<file path="src/inc/ana_regs_map.vh">
// constants for the negotiation ability register set
// assumes 16-bit management registers addressed by 5-bit index
`ifndef ANA_REGS_MAP_VH
`define ANA_REGS_MAP_VH
// ----------------------------------------
// register indices
// ----------------------------------------
`define ANA_IDX_CTRL    5'h00
`define ANA_IDX_STAT    5'h01
`define ANA_IDX_ADV     5'h04
`define ANA_IDX_LPA     5'h05
`define ANA_IDX_EXP     5'h06
// ----------------------------------------
// field positions
// ----------------------------------------
`define ANA_CTRL_RESTART 9
`define ANA_STAT_DONE    5
`define ANA_B_NP         15
`define ANA_B_ACK        14
`define ANA_B_RF         13
`define ANA_B_PAUSE_HI   11
`define ANA_B_PAUSE_LO   10
`define ANA_B_T4         9
`define ANA_B_100FD      8
`define ANA_B_100        7
`define ANA_B_10FD       6
`define ANA_B_10         5
`define ANA_EXP_PDF      4
`define ANA_EXP_LPNP     3
`define ANA_EXP_NP       2
`define ANA_EXP_PR       1
`define ANA_EXP_LPAN     0
// ----------------------------------------
// masks and reset values
// ----------------------------------------
`define ANA_ADV_WMASK   16'h2DFF
`define ANA_LPA_MASK    16'hE7FF
`define ANA_SEL_IEEE    5'h01
`define ANA_PAUSE_RST   2'h0
`define ANA_ADV_RST     16'h01E1
`endif

</file>
<file path="src/design/ana_regs.v">
// negotiation advertisement, partner ability and expansion registers
// assumes a management frame decoder gives index, write strobe, read strobe
// and that the negotiation engine shares sys_clk; strap and engine inputs
// are same-clock signals
`timescale 1ns/10ps
`include "ana_regs_map.vh"
module ana_regs (
  input  wire        sys_clk,
  input  wire        rst_n,
  input  wire [4:0]  regIdx,
  input  wire        regWrite,
  input  wire        regRead,
  input  wire [15:0] regWdata,
  output reg  [15:0] regRdata,
  input  wire        strap100Fd,
  input  wire        strap10Fd,
  input  wire        strap10,
  input  wire        codeWordValid,
  input  wire [15:0] codeWord,
  input  wire        parDetFault,
  input  wire        pageReceived,
  input  wire        partnerAnAble,
  input  wire        negDone,
  output reg         negRestart,
  output reg  [1:0]  pauseResolved,
  output reg  [15:0] advWord
);
  // ----------------------------------------
  // storage
  // ----------------------------------------
  reg  [15:0] advReg;
  reg  [15:0] advNext;
  reg  [15:0] lpaReg;
  reg  [15:0] lpaNext;
  reg         ackReg;
  reg         lpanReg;
  reg         doneReg;
  reg         strapLoadReg;
  reg  [15:0] rdNext;
  reg  [15:0] strapVal;
  reg  [1:0]  pauseNext;
  wire [1:0]  flagEvent;
  wire [1:0]  flagReg;
  wire        expRead;
  wire        advWr;
  wire        ctrlWr;
  wire        pdfReg;
  wire        prReg;

  // ----------------------------------------
  // access decode
  // ----------------------------------------
  assign expRead = regRead && (regIdx == `ANA_IDX_EXP);
  assign advWr   = regWrite && (regIdx == `ANA_IDX_ADV);
  assign ctrlWr  = regWrite && (regIdx == `ANA_IDX_CTRL);

  // ----------------------------------------
  // strap-derived advertisement default
  // ----------------------------------------
  // straps sampled one edge after reset release, not under reset
  always @* begin
    strapVal                = 16'h0000;
    strapVal[4:0]           = `ANA_SEL_IEEE;
    strapVal[`ANA_B_10]     = strap10;
    strapVal[`ANA_B_10FD]   = strap10Fd;
    strapVal[`ANA_B_100]    = 1'b1;
    strapVal[`ANA_B_100FD]  = strap100Fd;
    strapVal[`ANA_B_PAUSE_HI:`ANA_B_PAUSE_LO] = `ANA_PAUSE_RST;
    strapVal[`ANA_B_RF]     = 1'b0;
  end

  always @* begin
    advNext = advReg;
    if (strapLoadReg) begin
      advNext = strapVal;
    end else if (advWr) begin
      advNext = regWdata & `ANA_ADV_WMASK;
    end
  end

  // ----------------------------------------
  // advertisement register
  // ----------------------------------------
  always @(posedge sys_clk) begin
    if (!rst_n) begin
      strapLoadReg <= 1'b1;
      advReg       <= `ANA_ADV_RST;
    end else begin
      strapLoadReg <= 1'b0;
      advReg       <= advNext;
    end
  end

  // ----------------------------------------
  // partner ability and expansion status
  // ----------------------------------------
  // next page, acknowledge and T4 forced low; reserved bit 12 and pause high bit 11 dropped
  always @* begin
    lpaNext            = codeWord & `ANA_LPA_MASK;
    lpaNext[`ANA_B_NP]  = 1'b0;
    lpaNext[`ANA_B_ACK] = 1'b0;
    lpaNext[`ANA_B_T4]  = 1'b0;
  end

  always @(posedge sys_clk) begin
    if (!rst_n) begin
      lpaReg  <= {11'h000, `ANA_SEL_IEEE};
      ackReg  <= 1'b0;
      lpanReg <= 1'b0;
      doneReg <= 1'b0;
    end else begin
      if (codeWordValid) begin
        lpaReg <= lpaNext;
        ackReg <= 1'b1;
      end
      lpanReg <= partnerAnAble;
      if (negRestart) begin
        doneReg <= 1'b0;
        ackReg  <= 1'b0;
      end else if (negDone) begin
        doneReg <= 1'b1;
      end
    end
  end

  // ----------------------------------------
  // latching-high expansion flags
  // ----------------------------------------
  assign flagEvent = {parDetFault, pageReceived};
  genvar fi;
  generate
    for (fi = 0; fi < 2; fi = fi + 1) begin : gen_latch
      reg latchReg;
      always @(posedge sys_clk) begin
        if (!rst_n) begin
          latchReg <= 1'b0;
        end else begin
          // set beats the read-clear so a coincident event survives
          latchReg <= flagEvent[fi] | (latchReg & ~expRead);
        end
      end
      assign flagReg[fi] = latchReg;
    end
  endgenerate
  assign pdfReg = flagReg[1];
  assign prReg  = flagReg[0];

  // ----------------------------------------
  // restart pulse and pause resolution
  // ----------------------------------------
  always @* begin
    case ({advReg[`ANA_B_PAUSE_HI], advReg[`ANA_B_PAUSE_LO]})
      2'h1, 2'h3: begin
        // both local bits set still resolves to one setting only
        if (lpaReg[`ANA_B_PAUSE_LO]) begin
          pauseNext = 2'h1;
        end else if (advReg[`ANA_B_PAUSE_HI]) begin
          pauseNext = 2'h2;
        end else begin
          pauseNext = 2'h0;
        end
      end
      2'h2: pauseNext = 2'h2;
      default: pauseNext = 2'h0;
    endcase
  end

  always @(posedge sys_clk) begin
    if (!rst_n) begin
      negRestart <= 1'b0;
    end else begin
      // write of one gives a one-cycle pulse; the bit reads back zero
      negRestart <= ctrlWr && regWdata[`ANA_CTRL_RESTART];
    end
  end

  always @(posedge sys_clk) begin
    if (!rst_n) begin
      pauseResolved <= 2'h0;
      advWord       <= 16'h0000;
    end else begin
      advWord <= advNext;
      if (doneReg) begin
        pauseResolved <= pauseNext;
      end else begin
        pauseResolved <= 2'h0;
      end
    end
  end

  // ----------------------------------------
  // read mux
  // ----------------------------------------
  always @* begin
    rdNext = 16'h0000;
    case (regIdx)
      `ANA_IDX_CTRL: rdNext = 16'h0000;
      `ANA_IDX_STAT: rdNext[`ANA_STAT_DONE] = doneReg;
      `ANA_IDX_ADV:  rdNext = advReg;
      `ANA_IDX_LPA: begin
        rdNext = lpaReg;
        rdNext[`ANA_B_ACK] = ackReg;
      end
      `ANA_IDX_EXP: begin
        rdNext[`ANA_EXP_PDF]  = pdfReg;
        rdNext[`ANA_EXP_LPNP] = 1'b0;
        rdNext[`ANA_EXP_NP]   = 1'b0;
        rdNext[`ANA_EXP_PR]   = prReg;
        rdNext[`ANA_EXP_LPAN] = lpanReg;
      end
      default: rdNext = 16'h0000;
    endcase
  end

  // ----------------------------------------
  // read data register
  // ----------------------------------------
  always @(posedge sys_clk) begin
    if (!rst_n) begin
      regRdata <= 16'h0000;
    end else if (regRead) begin
      regRdata <= rdNext;
    end
  end
endmodule

</file>
<file path="config.mk">
export PLATFORM = sky130hd
export DESIGN_NAME = ana_regs
export DESIGN_NICKNAME = d
export VERILOG_FILES = /design/src/design/ana_regs.v
export VERILOG_INCLUDE_DIRS = /design/src /design/src/inc
export SDC_FILE = /design/constraint.sdc
export NUM_CORES = 1
export LEC_CHECK = 0
export ABC_AREA = 1
export BUFFER_PORTS_ARGS = -buffer_cell sky130_fd_sc_hd__buf_2
export CAP_MARGIN = 5
export CELL_PAD_IN_SITES_DETAIL_PLACEMENT = 1
export CELL_PAD_IN_SITES_GLOBAL_PLACEMENT = 1
export CORE_AREA = 2 2 74 90
export DETAILED_ROUTE_END_ITERATION = 12
export DIE_AREA = 0 0 76 92
export GPL_TIMING_DRIVEN = 0
export HOLD_SLACK_MARGIN = 0.05
export PLACE_DENSITY = 0.85
export SYNTH_ARGS = -nofsm -noshare
export SYNTH_HDL_FRONTEND = slang
export SYNTH_SLANG_ARGS = --single-unit
</file>
<file path="constraint.sdc">
create_clock -name sys_clk -period 2.7 [get_ports sys_clk]
set_input_delay 0 -clock sys_clk [delete_from_list [all_inputs] [get_ports sys_clk]]
set_output_delay 0 -clock sys_clk [all_outputs]
set_load 0.02 [all_outputs]
</file>
==> flow_summary.ini <==
[sta]
finalHoldViolations = 0
setup_viol = 0
period_minus_slack_ns = 1.87
setup_tns_ns = 0
fin_crit_sh_pct = 69.3
rsz0062_at_grt = false
drv_slew = 0
skew_ns = 0.00746
max_freq_mhz = 534
hold_ws_ns = 0.0368

[layout]
drive_above_1_share_pct = 27.0
fillers = 801
syn_to_final_growth_pct = 42.4
multi_input_area_um2 = 936
num-nets-final = 455
num_antenna_cells = 0
regArea_um2 = 1000

[clock_tree]
htreeDepth = 2
clk_pin_slew_ns = 0.09
cts.sinks = 50
cts_setup_buffers = 0
numCtsBuffers = 5
insertion_delay_ns = 0.30
root_buffer = clkbuf_8
cts_tree = done
cts_resized = 0
clk_path_buf_depth = 2

[detailed_routing]
dr.pass1.iters = 4
drt-total-wl_um = 6580
avgViaCountPerCell = 4.52
routed-via-count = 2224
wire_per_inst_um = 13.4
drt.antenna.violating_nets = 0
drt_iter0_markers = 45
drc = 0

[floorplan]
num_rows = 32
core-area_um2 = 6210
die_w_um = 76
die_h_um = 92
start_util_pct = 34.9
ioPinCount = 84
dieArea_um2 = 6990

[global_routing]
grt_usage_pct = 19.2
antenna_found_initial = 0
grt_pass1_wl_um = 10700
overflow = 0
grt_pass1_vias = 2313
grt_max_degree = 16

[critical_path]
timing.critical_path.buf_inv = 4
cp.required_ns = 2.90
crit_arrival_ns = 2.07
slowest_stage = dlygate4sd3_1
crit_path_end_kind = flop
critical-path-top-delay-family = buffers and inverters
startpoint_type = primary input
worstPathCellList = dlygate4sd3_1, buf_2, nand2_2, nor2_8, nand3_4, inv_2, nand2_1, nand3_1, nand3_1, dlygate4sd3_1
worstPathMaxFanout = 10
cpPeakStageDelay_ns = 0.58
critical_path_class = primary input to flop

[yosys]
async_reset_ff_share_pct = 0
synth.distinct_cells = 25
ys_seq_area_share_pct = 46.2
synth_top_area_cell = dfxtp_1
netlist_instances = 291
avgSynthCellArea_um2 = 7.44
yosys-top-cells-area = dfxtp_1 46%, nand2_1 12%, nor2_1 7.6%
synth_edf_count = 0
synthFlopType = dfxtp_1
syn_area_um2 = 2170
synth_most_common_cell = nand2_1
synth_top_area_share_pct = 46.2
ys_ff_latch = 50
yosysWarnings = 0
synthTopCellsByCount = 69 x nand2_1, 50 x dfxtp_1, 44 x nor2_1

[pwr]
leakage_nw = 1.56
peakVddDrop_mv = 0.252
p_per_area_nw_per_um2 = 500

[run_status]
status = completed

[placed_design]
hpwl_um = 4790
routabilityCongestion = 0.783
io_buffer_count = 68

[min_path]
hold_class = primary input to flop

[flow_run]
maxCapViolCount = 0
-- layout make-up --
cell class / instances / area share [%]
Clock buffer: 5 / 2.23
Inverter: 27 / 3.33
Clock inverter: 3 / 1.30
Multi-Input combinational cell: 197 / 30.3
Timing Repair Buffer: 102 / 22.1
Buffer: 23 / 4.83
Sequential cell: 50 / 32.5
Tap cell: 85 / 3.45
-- timing repair --
action / 4_1_cts / 5_1_grt
hold buffers: 34 / 0
setup endpoints to repair: 0 / 0
endpoints found under the hold margin: 31 / 0
-- cells in the final DEF, fill, tap and decap left out, types with 6 or more instances in the layout --
cell type and count:
a21oi_1 16, buf_2 70, buf_4 14, clkbuf_1 6
conb_1 7, dfxtp_1 50, dlygate4sd3_1 34, inv_1 22
nand2_1 69, nand3_1 25, nand4_1 7, nor2_1 44
o21ai_0 12
-- through the flow --
stage / worst slack (ns) / cell area (um2) / std cells / utilization, % / power (W)
detailed placement: 1.48 / 2640 / 450 / 42.5 / 0.000988
CTS: 0.845 / 3080 / 492 / 49.7 / 0.00155
global route: 0.691 / 3080 / 492 / 49.7 / 0.00160
finish: 0.828 / 3080 / 492 / 49.7 / 0.00154
global placement: 1.54 / 2640 / 450 / 42.5 / 0.000981
floorplan: 1.77 / 2190 / 297 / - / 0.000912
-- state kept, by name, indices dropped and copies added, names as in the netlist --
register / cells
regRdata: 13
advReg: 12
lpaReg: 11
advWord: 5
gen_latch.latchReg: 2
pauseResolved: 2
ackReg: 1
doneReg: 1
lpanReg: 1
negRestart: 1
strapLoadReg: 1
-- power by group --
part | leakage [nW] | total, W | internal [W] | switching, W
clock | 0.0579 | 0.000529 | 0.000273 | 0.000256
combinational | 1.09 | 0.000225 | 0.000100 | 0.000125
sequential | 0.412 | 0.000788 | 0.000769 | 0.0000184
-- worst register-to-register path, stage by stage (launching register included) --
cell and delay (ns):
dfxtp_1 0.39, nor2_1 0.26, nand3_1 0.15, nand3_1 0.09, dlygate4sd3_1 0.55
-- per-layer routing --
layer  part of all wire [%]  global-route usage, %
met4                    1.9                   6.52
met2                     56                   38.5
met5                      0                      0
met1                     39                   20.0
met3                    3.3                   3.25
-- cell families after synthesis --
kind of cell	share of synthesized area [%]
AOI/OAI and AO/OA	7.34
buffers and inverters	11.6
DFF	46.2
other	0.173
and+or+nand+nor	34.7
-- final timing paths --
| path | end | start | depth (start not counted) | slack, ns |
|---|---|---|---|---|
| max | advReg[8] | regIdx[2] | 10 | 0.83 |
| min | lpaReg[13] | codeWordValid | 4 | 0.04 |
| max reg2reg | advReg[8] | strapLoadReg | 4 | 1.22 |
| min reg2reg | regRdata[4] | regRdata[4] | 2 | 0.47 |
No activity file was read; power rests on OpenSTA's default activity.
